`src/rsa_defines.svh`:
```
/*
  Constants of the radio serial register port: register offsets in the
  short and long spaces, writable-bit masks, reset values, frame counts.
  Assumes it is included by bare name from the package only.

// Operation
// RULE1: serial port works in clock mode 0,0 only
// RULE2: host keeps serial clock low when idle
// RULE3: input bits captured on rising clock edges
// RULE4: output line changes on falling clock edges
// RULE5: select low for whole transaction, then high
// RULE6: short access: 0, 6-bit address, direction bit
// RULE7: long access: 1, 10-bit address, direction bit
// RULE8: eight data bits follow command, MSB first
// RULE9: unimplemented register bits always read zero
// RULE10: four pad bits after long command ignored
// RULE11: write data follows command, stored in register
// RULE12: host waits for synthesizer lock before radio use
// RULE13: host never alters reserved registers or bits
// RULE14: buffers use long format; receive buffer read-only
*/
`ifndef RSA_DEFINES_SVH
`define RSA_DEFINES_SVH

// short space offsets (6 bits)
`define RSA_SA_RXCTL      6'h00
`define RSA_SA_PANL       6'h01
`define RSA_SA_PANH       6'h02
`define RSA_SA_SADL       6'h03
`define RSA_SA_SADH       6'h04
`define RSA_SA_EXT0       6'h05
`define RSA_SA_FLUSH      6'h0D
`define RSA_SA_TXOUT      6'h24
`define RSA_SA_ISR        6'h31
`define RSA_SA_IMASK      6'h32
`define RSA_SA_GPIO       6'h33
`define RSA_SA_TRIS       6'h34
`define RSA_SA_CCA        6'h3A
`define RSA_SA_RSSI       6'h3E

// long space offsets (10 bits)
`define RSA_LA_CHAN       10'h200
`define RSA_LA_SYNTH      10'h203
`define RSA_LA_TXPWR      10'h206
`define RSA_LA_FILT       10'h209
`define RSA_LA_SLEEP      10'h20A
`define RSA_LA_OSC        10'h20B
`define RSA_LA_CLKOUT     10'h220

// implemented and writable bits; the rest read zero except live status fields
`define RSA_WM_FULL       8'hFF
`define RSA_WM_FLUSH      8'h7E
`define RSA_WM_NONE       8'h00
`define RSA_WM_GPIO       8'h3F
`define RSA_WM_CCA        8'hFC
`define RSA_WM_RSSI       8'hFE
`define RSA_WM_CHAN       8'hF0
`define RSA_WM_SYNPWR     8'hF8
`define RSA_WM_FILT       8'hB8
`define RSA_WM_SLEEP      8'hC3
`define RSA_WM_OSC        8'h10
`define RSA_WM_CLKOUT     8'h90

// field positions
`define RSA_FLUSH_BIT     0
`define RSA_RSSI_RDY_BIT  0

// reset values
`define RSA_RST_DEFAULT   8'h00
`define RSA_RST_IMASK     8'hFF

// frame bit counts (index of the last command bit)
`define RSA_SHORT_CMD_END 5'd7
`define RSA_LONG_CMD_END  5'd15
`define RSA_SHORT_ADR_W   6
`define RSA_LONG_ADR_W    10

`endif

```
`src/rsa_pkg.sv`:
```
/*
  Types of the radio serial register port: frame phase and register index.
  Assumes rsa_defines.svh is on the include path.
*/
package rsa_pkg;
  `include "rsa_defines.svh"

  typedef enum logic [1:0] {
    RSA_PH_CMD,
    RSA_PH_DATA,
    RSA_PH_DONE
  } rsa_phase_t;

  typedef enum logic [4:0] {
    RSA_R_RXCTL, RSA_R_PANL, RSA_R_PANH, RSA_R_SADL, RSA_R_SADH,
    RSA_R_EXT0, RSA_R_EXT1, RSA_R_EXT2, RSA_R_EXT3,
    RSA_R_EXT4, RSA_R_EXT5, RSA_R_EXT6, RSA_R_EXT7,
    RSA_R_FLUSH, RSA_R_TXOUT, RSA_R_ISR, RSA_R_IMASK, RSA_R_GPIO,
    RSA_R_TRIS, RSA_R_CCA, RSA_R_RSSI, RSA_R_CHAN,
    RSA_R_SYNTH, RSA_R_TXPWR, RSA_R_FILT, RSA_R_SLEEP,
    RSA_R_OSC, RSA_R_CLKOUT
  } rsa_reg_t;

  localparam int RSA_NREG = 28;
endpackage : rsa_pkg

```
`src/rsa_spi_regs.sv`:
```
/*
  Serial slave register port of the radio: decodes short and long commands
  from the host, writes and reads the control register file.
  Assumes sck runs at most clk/16, idles low, and select_n frames each
  transaction; status inputs come from logic on clk.
*/
`timescale 1ns/1ps
module rsa_spi_regs
  import rsa_pkg::*;
#(
  parameter int NREG = RSA_NREG
) (
  input  wire logic                 clk,
  input  wire logic                 rst_n,
  input  wire logic                 sck,
  input  wire logic                 sdi,
  input  wire logic                 select_n,
  output logic                      sdo,
  output logic                      sdo_oe,
  input  wire logic [7:0]           tx_status,
  input  wire logic [7:0]           irq_flags,
  input  wire logic                 rssi_ready,
  input  wire logic [5:0]           gpio_in,
  output logic      [NREG-1:0][7:0] reg_q,
  output logic                      flush_pulse
);

  // synchronised pins
  logic [2:0] pin_s;
  logic [5:0] gpio_s;
  logic       sck_s;
  logic       sdi_s;
  logic       sel_n_s;
  logic       sck_d_r;
  logic       rise;
  logic       fall;

  // frame state
  rsa_phase_t phase_r;
  logic [4:0]  bit_cnt_r;
  logic        long_r;
  logic [14:0] cmd_r;
  logic [7:0]  rx_r;
  logic [7:0]  tx_r;
  logic        wr_r;
  logic        hit_r;
  rsa_reg_t    idx_r;
  logic        sdo_r;
  logic        sdo_oe_r;
  logic        flush_r;

  // command decode
  logic        cmd_end;
  logic        cur_wr;
  logic [9:0]  cur_addr;
  logic [5:0]  look;
  logic [7:0]  rd_val;
  logic        wr_strobe;
  logic [7:0]  wr_byte;

  rsa_sync #(
    .W    (3),
    .INIT (3'b100)
  ) u_pin_sync (
    .clk   (clk),
    .rst_n (rst_n),
    .d     ({select_n, sdi, sck}),
    .q     (pin_s)
  );

  rsa_sync #(
    .W    (6),
    .INIT (6'h00)
  ) u_gpio_sync (
    .clk   (clk),
    .rst_n (rst_n),
    .d     (gpio_in),
    .q     (gpio_s)
  );

  assign sck_s   = pin_s[0];
  assign sdi_s   = pin_s[1];
  assign sel_n_s = pin_s[2];

  // edge detect on the settled clock; only mode 0,0 edges are meaningful
  always_ff @(posedge clk or negedge rst_n) begin
    if (!rst_n) sck_d_r <= 1'b0;
    else        sck_d_r <= sck_s;
  end

  assign rise = ~sel_n_s & sck_s & ~sck_d_r;  // RULE1
  assign fall = ~sel_n_s & ~sck_s & sck_d_r;  // RULE1

  // map a space and offset onto a register; bit 5 flags a hit
  function automatic logic [5:0] lookup(input logic lng, input logic [9:0] a);
    logic [5:0] r;
    r = 6'h00;
    if (!lng) begin
      case (a[5:0])
        `RSA_SA_RXCTL:   r = {1'b1, RSA_R_RXCTL};
        `RSA_SA_PANL:    r = {1'b1, RSA_R_PANL};
        `RSA_SA_PANH:    r = {1'b1, RSA_R_PANH};
        `RSA_SA_SADL:    r = {1'b1, RSA_R_SADL};
        `RSA_SA_SADH:    r = {1'b1, RSA_R_SADH};
        `RSA_SA_FLUSH:   r = {1'b1, RSA_R_FLUSH};
        `RSA_SA_TXOUT:   r = {1'b1, RSA_R_TXOUT};
        `RSA_SA_ISR:     r = {1'b1, RSA_R_ISR};
        `RSA_SA_IMASK:   r = {1'b1, RSA_R_IMASK};
        `RSA_SA_GPIO:    r = {1'b1, RSA_R_GPIO};
        `RSA_SA_TRIS:    r = {1'b1, RSA_R_TRIS};
        `RSA_SA_CCA:     r = {1'b1, RSA_R_CCA};
        `RSA_SA_RSSI:    r = {1'b1, RSA_R_RSSI};
        default: begin
          // the eight extended-address bytes sit in one contiguous run
          if (a[5:0] >= `RSA_SA_EXT0 && a[5:0] < `RSA_SA_EXT0 + 6'h08)
            r = 6'h20 | 6'(RSA_R_EXT0 + (a[5:0] - `RSA_SA_EXT0));
        end
      endcase
    end else begin
      case (a)
        `RSA_LA_CHAN:   r = {1'b1, RSA_R_CHAN};
        `RSA_LA_SYNTH:  r = {1'b1, RSA_R_SYNTH};
        `RSA_LA_TXPWR:  r = {1'b1, RSA_R_TXPWR};
        `RSA_LA_FILT:   r = {1'b1, RSA_R_FILT};
        `RSA_LA_SLEEP:  r = {1'b1, RSA_R_SLEEP};
        `RSA_LA_OSC:    r = {1'b1, RSA_R_OSC};
        `RSA_LA_CLKOUT: r = {1'b1, RSA_R_CLKOUT};
        default:          r = 6'h00;
      endcase
    end
    return r;
  endfunction : lookup

  // writable bits of each register; bits outside the mask are not stored
  function automatic logic [7:0] wmask(input rsa_reg_t ix);
    logic [7:0] m;
    m = `RSA_WM_FULL;
    case (ix)
      RSA_R_FLUSH:    m = `RSA_WM_FLUSH;
      RSA_R_TXOUT:    m = `RSA_WM_NONE;
      RSA_R_ISR:      m = `RSA_WM_NONE;
      RSA_R_GPIO:     m = `RSA_WM_GPIO;
      RSA_R_TRIS:     m = `RSA_WM_GPIO;
      RSA_R_CCA:      m = `RSA_WM_CCA;
      RSA_R_RSSI:     m = `RSA_WM_RSSI;
      RSA_R_CHAN:     m = `RSA_WM_CHAN;
      RSA_R_SYNTH:    m = `RSA_WM_SYNPWR;
      RSA_R_TXPWR:    m = `RSA_WM_SYNPWR;
      RSA_R_FILT:     m = `RSA_WM_FILT;
      RSA_R_SLEEP:    m = `RSA_WM_SLEEP;
      RSA_R_OSC:      m = `RSA_WM_OSC;
      RSA_R_CLKOUT:   m = `RSA_WM_CLKOUT;
      default:        m = `RSA_WM_FULL;
    endcase
    return m;
  endfunction : wmask

  // command ends after bit 7 (short) or after the pad nibble (long)
  assign cmd_end = (phase_r == RSA_PH_CMD) &&
                   ((!long_r && bit_cnt_r == `RSA_SHORT_CMD_END) ||   // RULE6
                    ( long_r && bit_cnt_r == `RSA_LONG_CMD_END));     // RULE7 RULE10
  // long: bits 1..10 address, bit 11 direction, 12..15 ignored
  assign cur_addr = long_r ? cmd_r[13:4]                          // RULE7
                           : {4'h0, cmd_r[5:0]};                  // RULE6
  assign cur_wr   = long_r ? cmd_r[3] : sdi_s;                    // RULE10
  assign look     = lookup(long_r, cur_addr);

  // read value: stored bits under mask, live status for read-only fields
  always_comb begin
    rd_val = 8'h00;                                              // RULE9
    if (look[5]) begin
      rd_val = reg_q[look[4:0]] & wmask(rsa_reg_t'(look[4:0]));  // RULE9
      case (rsa_reg_t'(look[4:0]))
        RSA_R_TXOUT:  rd_val = tx_status;
        RSA_R_ISR:    rd_val = irq_flags;
        RSA_R_GPIO:   rd_val = {2'b00, gpio_s};
        RSA_R_RSSI:   rd_val[`RSA_RSSI_RDY_BIT] = rssi_ready;
        default:      rd_val = rd_val;
      endcase
    end
  end

  // frame sequencer, restarted whenever select is released
  always_ff @(posedge clk or negedge rst_n) begin
    if (!rst_n) begin
      phase_r   <= RSA_PH_CMD;
      bit_cnt_r <= 5'd0;
      long_r    <= 1'b0;
      cmd_r     <= 15'h0000;
      rx_r      <= 8'h00;
      wr_r      <= 1'b0;
      hit_r     <= 1'b0;
      idx_r     <= RSA_R_RXCTL;
    end else if (sel_n_s) begin
      phase_r   <= RSA_PH_CMD;  // RULE5
      bit_cnt_r <= 5'd0;
      long_r    <= 1'b0;
    end else if (rise) begin
      unique case (phase_r)
        RSA_PH_CMD: begin
          cmd_r     <= {cmd_r[13:0], sdi_s};  // RULE3
          bit_cnt_r <= bit_cnt_r + 5'd1;
          if (bit_cnt_r == 5'd0) long_r <= sdi_s;
          if (cmd_end) begin
            phase_r <= RSA_PH_DATA;  // RULE8
            wr_r    <= cur_wr;
            hit_r   <= look[5];
            idx_r   <= rsa_reg_t'(look[4:0]);
          end
        end
        RSA_PH_DATA: begin
          rx_r      <= {rx_r[6:0], sdi_s};  // RULE11
          bit_cnt_r <= bit_cnt_r + 5'd1;
          if (bit_cnt_r[2:0] == 3'd7) phase_r <= RSA_PH_DONE;
        end
        RSA_PH_DONE: begin
          // trailing bytes are ignored until select rises
          phase_r <= RSA_PH_DONE;
        end
      endcase
    end
  end

  // write strobe on the eighth data bit, MSB arrived first
  assign wr_strobe = rise && phase_r == RSA_PH_DATA && bit_cnt_r[2:0] == 3'd7 &&
                     wr_r && hit_r;                              // RULE11
  assign wr_byte   = {rx_r[6:0], sdi_s};

  // register file, one flop group per entry
  genvar g;
  generate
    for (g = 0; g < NREG; g++) begin : g_reg
      localparam rsa_reg_t IX = rsa_reg_t'(g);
      always_ff @(posedge clk or negedge rst_n) begin
        if (!rst_n) begin
          reg_q[g] <= (IX == RSA_R_IMASK) ? `RSA_RST_IMASK : `RSA_RST_DEFAULT;
        end else if (wr_strobe && idx_r == IX) begin
          // unimplemented and read-only bits stay zero
          reg_q[g] <= wr_byte & wmask(IX);  // RULE9 RULE11
        end
      end
    end
  endgenerate

  // flush bit acts once on write and is never stored
  always_ff @(posedge clk or negedge rst_n) begin
    if (!rst_n) flush_r <= 1'b0;
    else        flush_r <= wr_strobe && idx_r == RSA_R_FLUSH &&
                           wr_byte[`RSA_FLUSH_BIT];
  end

  assign flush_pulse = flush_r;

  // read shifter: loaded at the command's last edge, shifted out on falls
  always_ff @(posedge clk or negedge rst_n) begin
    if (!rst_n) begin
      tx_r  <= 8'h00;
      sdo_r <= 1'b0;
    end else if (sel_n_s) begin
      tx_r  <= 8'h00;
      sdo_r <= 1'b0;
    end else if (rise && cmd_end) begin
      tx_r  <= cur_wr ? 8'h00 : rd_val;  // RULE8
    end else if (fall) begin
      if (phase_r == RSA_PH_DATA) begin
        sdo_r <= tx_r[7];              // RULE4 RULE8
        tx_r  <= {tx_r[6:0], 1'b0};
      end else begin
        sdo_r <= 1'b0;                 // RULE4
      end
    end
  end

  // drive the output only while selected
  always_ff @(posedge clk or negedge rst_n) begin
    if (!rst_n) sdo_oe_r <= 1'b0;
    else        sdo_oe_r <= ~sel_n_s;  // RULE5
  end

  assign sdo    = sdo_r;
  assign sdo_oe = sdo_oe_r;

endmodule : rsa_spi_regs

```
`src/rsa_sync.sv`:
```
/*
  Input synchroniser for pins: three stage flip-flops and an output flip-flop per bit, output follows
  once the second and third stages agree.
  Assumes inputs are asynchronous to clk; INIT is the idle pin level.
*/
`timescale 1ns/1ps
module rsa_sync #(
  parameter int             W    = 1,
  parameter logic [W-1:0]   INIT = '0
) (
  input  wire logic         clk,
  input  wire logic         rst_n,
  input  wire logic [W-1:0] d,
  output logic      [W-1:0] q
);
  genvar i;
  generate
    for (i = 0; i < W; i++) begin : g_bit
      logic s1_r;
      logic s2_r;
      logic s3_r;
      // stage one feeds only stage two
      always_ff @(posedge clk or negedge rst_n) begin
        if (!rst_n) begin
          s1_r <= INIT[i];
          s2_r <= INIT[i];
          s3_r <= INIT[i];
          q[i] <= INIT[i];
        end else begin
          s1_r <= d[i];
          s2_r <= s1_r;
          s3_r <= s2_r;
          if (s2_r == s3_r) q[i] <= s3_r; // glitch shorter than a cycle is dropped
        end
      end
    end
  endgenerate
endmodule : rsa_sync

```
`config.mk`:
```
export PLATFORM = sky130hd
export DESIGN_NAME = rsa_spi_regs
export DESIGN_NICKNAME = d
export VERILOG_FILES = /design/src/rsa_pkg.sv /design/src/rsa_spi_regs.sv /design/src/rsa_sync.sv
export VERILOG_INCLUDE_DIRS = /design/src
export SDC_FILE = /design/constraint.sdc
export NUM_CORES = 1
export LEC_CHECK = 0
export BUFFER_PORTS_ARGS = -buffer_cell sky130_fd_sc_hd__buf_2
export CORE_MARGIN = 4
export CORE_UTILIZATION = 56
export DETAILED_ROUTE_END_ITERATION = 12
export GPL_TIMING_DRIVEN = 0
export MAX_ROUTING_LAYER = met4
export PLACE_DENSITY = 0.82
export SLEW_MARGIN = 30
export SYNTH_ARGS = -nofsm -noshare
export SYNTH_HDL_FRONTEND = slang
export SYNTH_SLANG_ARGS = --single-unit
```
`constraint.sdc`:
```
create_clock -name clk -period 5.31 [get_ports clk]
set_input_delay 0 -clock clk [delete_from_list [all_inputs] [get_ports clk]]
set_output_delay 0 -clock clk [all_outputs]
set_load 0.01 [all_outputs]
```
# == Word level (Yosys, flattened, before mapping) ==
# Memory sizes are Yosys's and may differ from the RTL's.
# Index checks and enable logic that the tools add are counted.
# word_totals
regBits,252
romBits,256
inputBits,28
wordCells,246
mem_count,1
# memory_table
memory,words,width,read_ports,rd_clocked_by_memory_dff,write_ports,line_no,source
(name not given),32,8,1,0,0,rsa_spi_regs.sv:138,case (ix)
# op_classes
addsub,3
order_cmp,3
n_eq_ne,65
mux,33
bitwise,8
reduce_logical,58
# ops
op,count
$pmux 6 s13,1
$eq 10x10->1 const B,7
$eq 5x5->1 const B,14
$mux 8,8
$eq 5x4->1 const B,9
$eq 6x6->1 const B,7
$pmux 6 s7,1
$bmux 8 s5,1
$logic_and 1x1->1,36
$eq 5x3->1 const B,5
$pmux 7 s3,1
$mux 5,3
$eq 6x2->1 const B,2
$mux 6,2
$reduce_and 3->1,4
$eq 5x2->1 const B,2
$logic_not 5->1,2
$mux 10,1
$reduce_bool 2->1,5
$eq 1x1->1,9
$mux 1,9
$and 8x8->8,1
$mux 2,4
$eq 6x1->1 const B,1
26 further kinds,35

# == Longest topological paths before layout ==
# Gate-level depths: netlist of the first run.
# depth
depth_word,14
mapped_depth,19

# == Cells and area by module ==
# A second synthesis of the first run with hierarchy kept.
# hier_totals
cells_unflattened,1123
area_unflattened_um2,12847.3
# by_module_without_submodules
module,instances,cells_per_inst,area_each_um2,seq_area_each_um2
rsa_spi_regs,1,1078,11840.1,5415.2
rsa_sync (u_gpio_sync),1,30,668.1,600.6
rsa_sync (u_pin_sync),1,15,339.1,305.3

# == Worst setup path after synthesis of the first run ==
# OpenSTA, ideal clock, no wires.
# synth_path
kind,register -> register
from,register long_r
to,register tx_r[5]
setup_time_ps,134
arrival_time_ps,3612
setup_slack_ps,1564
stages_incl_launch_ff,18
n_path_buf,6
period_less_slack_ps,3746
path_cell_list,dfrtp_1 > buf_6 > buf_6 > and3_1 > o211ai_2 > a21oi_2 > or4_4 > and2_4 > buf_6 > buf_6 > buf_2 > ha_1 > clkbuf_1 > or2_2 > a22o_1 > a311o_1 > a31oi_1 > o311ai_1
# synth_via
elab_chain_cells,14
elab_cells_between_ends,53
cone_classes,add/sub (2); order compare (2); eq/ne (22); mux (14); bitwise (1); reduce/logical (11); memory (1)
# synth_rtl
element,line_no,source
start: declaration,rsa_spi_regs.sv:41,logic long_r;
start signal: assignment,rsa_spi_regs.sv:203,if (bit_cnt_r == 5'd0) long_r <= sdi_s;
$mux 10,rsa_spi_regs.sv:163,assign cur_addr = long_r ? cmd_r[13:4]
$sub 5x3->5 (no line) (tied with other cells),n/a,
$add 3x5->5 / $logic_and 1x1->1 (equally long branches),"rsa_spi_regs.sv:116, rsa_spi_regs.sv:115",
$mux 6,rsa_spi_regs.sv:115,if (a[5:0] >= `RSA_SA_EXT0 && a[5:0] < `RSA_SA_EXT0 + 6'h08)
$pmux 6 s13,rsa_spi_regs.sv:99,case (a[5:0])
$mux 6 *,rsa_spi_regs.sv:98,if (!lng) begin
named net look[0],rsa_spi_regs.sv:56,logic [5:0] look;
$mem_v2 32x8 / $bmux 8 s5 (equally long branches),n/a,
$mux 8 (on tied branches),"rsa_spi_regs.sv:171, rsa_spi_regs.sv:172",
$and 8x8->8,rsa_spi_regs.sv:172,rd_val = reg_q[look[4:0]] & wmask(rsa_reg_t'(look[4:0]));
$pmux 7 s3 *,rsa_spi_regs.sv:173,case (rsa_reg_t'(look[4:0]))
$mux 8 *,rsa_spi_regs.sv:171,if (look[5]) begin
$mux 8 *,rsa_spi_regs.sv:263,tx_r <= cur_wr ? 8'h00 : rd_val;
$mux 8 *,rsa_spi_regs.sv:262,end else if (rise && cmd_end) begin
$mux 8 *,rsa_spi_regs.sv:259,end else if (sel_n_s) begin
end signal: assignment,rsa_spi_regs.sv:263,
end signal: assignment,rsa_spi_regs.sv:267,"tx_r <= {tx_r[6:0], 1'b0};"
end: declaration,rsa_spi_regs.sv:44,logic [7:0] tx_r;
# The timed path passes the listed nets; every way through them passes the cells marked *. The select of a mux whose other input is x is not followed.
# A chain may end at the register's enable or synchronous reset.

# == Final worst setup path of the first run ==
# layout_path
from,register cmd_r[3]
to,register tx_r[3]
# layout_via
elab_chain_cells,14
elab_cells_between_ends,44
cone_classes,add/sub (2); order compare (2); eq/ne (22); mux (14); bitwise (1); reduce/logical (2); memory (1)
# layout_rtl
element,line_no,source
start: declaration,rsa_spi_regs.sv:42,logic [14:0] cmd_r;
start signal: assignment,rsa_spi_regs.sv:201,"cmd_r <= {cmd_r[13:0], sdi_s};"
$mux 10 *,rsa_spi_regs.sv:163,
$ge 6x3->1 (no line) / $lt 6x4->1 (equally long branches),n/a,
$logic_and 1x1->1,rsa_spi_regs.sv:115,
$mux 6,rsa_spi_regs.sv:115,
$pmux 6 s13,rsa_spi_regs.sv:99,
$mux 6 *,rsa_spi_regs.sv:98,
named net look[0],rsa_spi_regs.sv:56,
$mem_v2 32x8 / $bmux 8 s5 (equally long branches),n/a,
$mux 8 (on tied branches),"rsa_spi_regs.sv:171, rsa_spi_regs.sv:172",
$and 8x8->8,rsa_spi_regs.sv:172,
$pmux 7 s3 *,rsa_spi_regs.sv:173,
$mux 8 *,rsa_spi_regs.sv:171,
$mux 8 *,rsa_spi_regs.sv:263,
$mux 8 *,rsa_spi_regs.sv:262,
$mux 8 *,rsa_spi_regs.sv:259,
# Marks and branches as above.

==> results of run 1 <==
metal layers:
layer	vias to the layer above	routed length [µm]	track usage [%]
met1	5254	16300	42.6
met4	0	2040	13.9
met3	149	4630	7.70
li1	4601	-	-
met5	-	0	-
met2	664	19700	51.5
tightest hold or removal path, stage by stage:
cell	delay (ps)
dlygate4sd3_1	560
buf_8	150
buf_16	230
state kept, by name, summed over array words and instances, names as in the netlist:
signal / flops
sdo_oe: 1
u_pin_sync.g_bit.s3_r: 3
wr_r: 1
u_gpio_sync.g_bit.s1_r: 6
tx_r: 8
sdo: 1
phase_r: 2
idx_r: 5
u_pin_sync.g_bit.s1_r: 3
u_gpio_sync.g_bit.s3_r: 6
cmd_r: 14
flush_pulse: 1
rx_r: 7
u_gpio_sync.g_bit.s2_r: 6
u_gpio_sync.q: 6
long_r: 1
u_pin_sync.q: 3
bit_cnt_r: 5
u_pin_sync.g_bit.s2_r: 3
sck_d_r: 1
hit_r: 1
reg_q: 168
per-stage QoR:
stage               TNS, ps  instance area, µm²  utilization [%]  total power [mW]  hold slack [ps]
finish                    0               15800             69.4              6.99             24.7
global placement     -48010               14600             64.1              4.94              107
detailed placement        0               14700             64.5              4.96            -73.7
global route              0               15800             69.4              7.22             22.3
floorplan                 0               13200                -              3.99             -296
CTS                       0               15800             69.3              6.89             13.6
how the worst max path moves through the flow:
| stage | endpoint | from | slack (ps) | cells past startpoint |
|---|---|---|---|---|
| floorplan | tx_r[5] | long_r | 1560 | 17 |
| global placement | reg_q[84] | rst_n | -230 | 1 |
| detailed placement | tx_r[3] | cmd_r[3] | 600 | 16 |
| CTS | tx_r[3] | cmd_r[3] | 580 | 16 |
| global route | tx_r[3] | cmd_r[3] | 210 | 16 |
| finish | tx_r[3] | cmd_r[3] | 430 | 16 |
timing repair:
action                                  4_1_cts  5_1_grt
endpoints found under the setup margin        0        0
hold endpoints to repair                    203        0
buffers inserted                              0        0
hold buffers                                 18        0
logic make-up (layout without fill, tap and decap cells):
| group | Yosys count | in the layout | synth area share, % |
|---|---|---|---|
| compound gates | 178 | 178 | 10.3 |
| fa+ha+maj | 22 | 22 | 1.94 |
| other cells | 1 | 56 | 0.0288 |
| simple gates | 291 | 291 | 11.5 |
| mux | 233 | 233 | 20.0 |
| flops | 252 | 252 | 48.6 |
| buf+inv | 145 | 412 | 7.19 |
| xor+xnor | 7 | 7 | 0.471 |
final cells by class:
class,instances,area share [%]
plain buffers,129,5.48
clock inverters,13,0.942
well taps,313,2.48
multi-input cells,787,37.8
inverters,16,0.427
clock buffers,35,4.78
flip-flops and latches,252,40.0
repair buffers,219,8.10
power breakdown:
part	internal [mW]	switching, mW
Sequential	1.98	0.0657
Combinational	1.04	1.99
Clock	1.11	0.805
Total	4.12	2.86
layout by cell type (no fill, tap or decap), drive strengths merged, types with 6 or more instances in the layout:
| master | instances |
|---|---|
| a211oi | 8 |
| a21oi | 23 |
| a22o | 6 |
| a311o | 6 |
| a311oi | 14 |
| a31oi | 13 |
| and2 | 8 |
| and3 | 23 |
| buf | 303 |
| clkbuf | 63 |
| conb | 56 |
| dfrtp | 240 |
| dfstp | 12 |
| dlygate4sd3 | 17 |
| ha | 13 |
| inv | 19 |
| maj3 | 9 |
| mux2 | 194 |
| mux2i | 38 |
| nand2 | 104 |
| nand2b | 11 |
| nand3 | 34 |
| nand3b | 6 |
| nand4 | 9 |
| nor2 | 54 |
| nor2b | 8 |
| nor3 | 11 |
| o211ai | 13 |
| o21ai | 36 |
==> impl_metrics.tcl, run 1 <==
set metrics [dict create \
    grt_pass1_vias 10800 \
    synth_ff_type "dfrtp_1" \
    fin_nets 1473 \
    worst-path-buf-inv 5 \
    cpPeakStageDelay_ps 510 \
    insertion_delay_ps 560 \
    cp_data_arrival_time_ps 5290 \
    clock-sinks 252 \
    ys_ff_latch 252 \
    gr-total-overflow 0 \
    clk_path_buf_depth 3 \
    regToRegSetupSlack_ps 430 \
    ys_seq_area_share_pct 48.6 \
    fp-row-count 55 \
    die_area_mm2 0.0257 \
    port_buffers 198 \
    fp.dieW_um 160 \
    die_height_um 160 \
    finalCritPeriodShare_pct 91.9 \
    first_pass_iters 6 \
    via_per_inst 6.05 \
    fin_cells 1764 \
    yosysMostFrequentCell "dfrtp_1" \
    yosysWarningCount 0 \
    n_fill_cell 1686 \
    critical_path_class "flop to flop" \
    slew_headroom_pct 35.1 \
    synth_area_leaders "dfrtp_1 (46%), mux2_2 (17%), buf_4 (3.8%)" \
    seq_area_mm2 0.00632 \
    clk_pin_slew_ps 70 \
    critical_path_peak_fanout 13 \
    synth_edf_count 0 \
    finalHoldViolCount 0 \
    crit_family "compound AO/OA/AOI/OAI gates" \
    slowest_stage "mux2i_2" \
    finClkSkew_ps 24.9 \
    vias 10700 \
    rsz0062_at_grt "false" \
    netlist.area_leader.share_pct 46.2 \
    tightest_slew_ps 970 \
    wl_per_cell_um 24.2 \
    hold_class "input pin to async pin" \
    netlist_instances 1129 \
    cts_resized 0 \
    antenna_left 0 \
    clockRootBuffer "clkbuf_16" \
    grt_pass1_wl_um 64600 \
    gr-usage-all-layers_pct 33.3 \
    h-tree-depth 1 \
    outcome "complete, no violations" \
    ir_worst_vdd_mv 0.272 \
    coreArea_mm2 0.0228 \
    multi_input_area_mm2 0.00598 \
    syn_area_per_cell_um2 11.5 \
    place_inst 1698 \
    gp_congestion 0.963 \
    slew_violations 0 \
    tritoncts "done" \
    antenna_cells 0 \
    setup_violations 0 \
    initial_core_util_pct 57.1 \
    rr_endpoint "tx_r[3]" \
    synth.distinct_cells 97 \
    ys_async_sr_fraction_pct 100 \
    num_io_pins 255 \
    p_leak_nw 7.88 \
    drt-initial-drc-count 1145 \
    synth_top_cell_by_area "dfrtp_1" \
    drv_cap 0 \
    place_ws_ps 600 \
    setup_slack_ps 432 \
    drive_gt1_share_pct 40.1 \
    totalWireLength_um 42600 \
    fin_crit_ps 4880 \
    drc 0 \
    synthesis.area_mm2 0.0130 \
    grt_max_degree 84 \
    hpwl_um 30900 \
    synth_commonest_cells "dfrtp_1 (240), mux2_2 (191), nand2_1 (104), buf_4 (65), nor2_1 (52)" \
    areaGrowthSynthToFinish_pct 21.5 \
    cts_made_buffers 27 \
    cp_data_required_time_ps 5720 \
    critPathLaunchType "flop" \
    max_freq_mhz 205 \
    pwr_density_cell_mw_per_mm2 442 \
    crit_path_end_kind "flop" \
    r2r_cells 16 \
    antenna_found_initial 0 \
    path_cells "clkbuf_1 -> mux2i_2 -> o211ai_2 -> a21oi_2 -> or4_4 -> and2_4 -> buf_6 -> buf_6 -> buf_2 -> ha_1 -> clkbuf_1 -> or2_2 -> a22o_1 -> a41oi_1 -> a221oi_1 -> nand2_1" \
    rr_startpoint "cmd_r[3]" \
]
Note: power is estimated with default switching activity, not from simulation.
==> inputs of run 2 (changes only) <==
Settings changed: CORE_UTILIZATION 56 to 46, PLACE_DENSITY 0.82 to 0.7, SYNTH_HIERARCHICAL set to 1.
==> run 2 against run 1 <==
Critical path depth stayed put. Highest routed layer unchanged. Critical path type unchanged. Largest cell class unchanged. Combinational power is 13% lower. Die area is 19% higher. Maximum frequency is 3.0% lower. Flip-flop and latch count stayed put. Design area is 1.4% lower. Wire length is 0.62% lower. Clock power is 2% lower. Setup slack worse by 150 ps. Synthesized cell count is 0.53% lower. Sequential share of layout area is 0.57 points higher. Sequential power hardly changed.
==> impl_metrics.tcl, run 2 <==
set metrics [dict create \
    outcome "complete, no violations" \
    rr_startpoint "cmd_r[5]" \
    antenna_cells 0 \
    syn_area_per_cell_um2 11.4 \
    critical_path_class "flop to flop" \
    stdcell_area_mm2 0.0156 \
    slew_violations 0 \
    yosysMostFrequentCell "dfrtp_1" \
    largest_reg_flops 168 \
    critical_path_peak_fanout 13 \
    clk_path_buf_depth 3 \
    slew_headroom_pct 39.4 \
    fp-row-count 60 \
    antenna_found_initial 0 \
    drc 0 \
    netlist_instances 1123 \
    final_common_cell "dfrtp_1" \
    p_leak_nw 7.74 \
    finalHoldViolCount 0 \
    ir_worst_vdd_mv 0.290 \
    gr-usage-all-layers_pct 27.9 \
    gp_congestion 0.984 \
    cp_data_arrival_time_ps 5440 \
    clockRootBuffer "clkbuf_16" \
    fin_crit_ps 5030 \
    ys_async_sr_fraction_pct 100 \
    cts_made_buffers 27 \
    initial_core_util_pct 47.1 \
    clock-sinks 252 \
    synth.distinct_cells 88 \
    fin_nets 1460 \
    rsz0062_at_grt "false" \
    synth_area_leaders "dfrtp_1 (47%), mux2_2 (16%), nand2_1 (3.7%)" \
    port_buffers 198 \
    totalWireLength_um 42400 \
    setup_violations 0 \
    reg.largest.list "reg_q: 168 flops, cmd_r: 14 flops, tx_r: 8 flops" \
    hold_class "input pin to async pin" \
    gr-total-overflow 0 \
    synth_top_cell_by_area "dfrtp_1" \
    coreArea_mm2 0.0273 \
    insertion_delay_ps 530 \
    wl_per_cell_um 23.4 \
    h-tree-depth 1 \
    synth_commonest_cells "dfrtp_1 (240), mux2_2 (184), nand2_1 (125), buf_4 (60), mux2i_1 (45)" \
    ys_ff_latch 252 \
    num_io_pins 255 \
    regMostFlops "reg_q" \
    finalCritPeriodShare_pct 94.7 \
    hpwl_um 31000 \
    tightest_slew_ps 906 \
    grt_max_degree 88 \
    vias 10400 \
    finClkSkew_ps 11.7 \
    max_freq_mhz 199 \
    fp.dieW_um 175 \
    tritoncts "done" \
    antenna_left 0 \
    grt_pass1_wl_um 64500 \
    clk_pin_slew_ps 60 \
    via_per_inst 5.75 \
    placed_area_mm2 0.0146 \
    die_height_um 175 \
    n_fill_cell 2425 \
    r2r_cells 16 \
    ys_seq_area_share_pct 49.2 \
    synth_ff_type "dfrtp_1" \
    yosysWarningCount 6 \
    first_pass_iters 6 \
    drive_gt1_share_pct 38.7 \
    critPathLaunchType "flop" \
    rr_endpoint "tx_r[3]" \
    areaGrowthSynthToFinish_pct 21.3 \
    tns_ps 0 \
    netlist.area_leader.share_pct 46.7 \
    crit_path_end_kind "flop" \
    drt-initial-drc-count 958 \
    cp_data_required_time_ps 5730 \
    pwr_density_cell_mw_per_mm2 419 \
    die_area_mm2 0.0307 \
    drv_cap 0 \
    mostFrequentLayoutCells "dfrtp_1 (240), buf_2 (216), mux2_2 (184), nand2_1 (125), buf_4 (60)" \
    synth_edf_count 0 \
    synthesis.area_mm2 0.0128 \
    grt_pass1_vias 10500 \
    postCtsSetupBuffers 0 \
    regToRegSetupSlack_ps 280 \
]
## run 2: timing repair
item,CTS,global route
resized for setup,0,2
endpoints found under the hold margin,174,0
endpoints found under the setup margin,0,1
hold buffers,11,0
## run 2: power by group
| group | leakage [nW] | internal, mW | total (mW) | switching, mW |
|---|---|---|---|---|
| clock | 0.419 | 1.11 | 1.87 | 0.763 |
| sequential | 3.39 | 1.98 | 2.03 | 0.0516 |
| combinational | 3.94 | 0.771 | 2.63 | 1.86 |
## run 2: how the worst max path moves through the flow
stage | startpoint | end | slack (ps) | depth (start not counted)
2_1_floorplan | long_r | tx_r[5] | 1610 | 16
3_3_place_gp | rst_n | reg_q[7] | -300 | 1
3_5_place_dp | cmd_r[3] | tx_r[3] | 400 | 16
4_1_cts | cmd_r[3] | tx_r[3] | 350 | 16
5_1_grt | cmd_r[9] | tx_r[3] | 90 | 16
6_report | cmd_r[5] | tx_r[3] | 280 | 16
## run 2: logic make-up (layout without fill, tap and decap cells)
| family | Yosys count | after routing | share of synthesized area, % |
|---|---|---|---|
| buffers and inverters | 143 | 401 | 6.32 |
| other | 1 | 56 | 0.0292 |
| AOI/OAI and AO/OA | 173 | 173 | 10.6 |
| adders and majority gates | 22 | 22 | 2.05 |
| muxes | 231 | 231 | 19.9 |
| and+or+nand+nor | 295 | 295 | 11.4 |
| xor gates and xnor gates | 6 | 6 | 0.409 |
| DFF | 252 | 252 | 49.2 |
## run 2: stage by stage
step	hold slack (ps)	instances	setup WS, ps	util (%)	power, mW
6_report	43.3	1808	282	57.2	6.53
5_1_grt	47.9	1808	89.9	57.2	6.76
4_1_cts	19.3	1808	348	57.2	6.47
3_5_place_dp	-110	1751	401	53.6	4.59
3_3_place_gp	108	1748	-296	53.2	4.59
2_1_floorplan	-296	1178	1610	-	3.64
## run 2: area by class of cell
cell class	count	area, µm²	area share (%)
timing repair buffer	212	1200	7.72
sequential	252	6320	40.6
clock inverter	9	126	0.811
inverter	16	60.1	0.385
clock buffer	37	733	4.70
multi-input combinational	783	5920	38.0
buffer	127	753	4.83
tap	372	465	2.99
## run 2: critical path: stages (launching register included)
cell and delay, ps:
dfrtp_1 480, clkbuf_1 430, nand2_1 130, o32ai_1 370, a2bb2oi_1 180, a21oi_4 410, buf_4 300, buf_2 370
buf_2 440, ha_1 230, clkbuf_1 460, nor2_1 170, inv_1 120, a31oi_1 120, a221oi_1 380, o221ai_1 170
o21a_1 130
## run 2: per-layer routing
layer / share of wire, % / track usage, % / vias to the layer above
met5: 0 / - / -
met4: 3.8 / 9.56 / 0
met3: 8.4 / 5.69 / 100
met2: 48 / 44.5 / 527
met1: 40 / 35.6 / 5187
li1: - / - / 4590
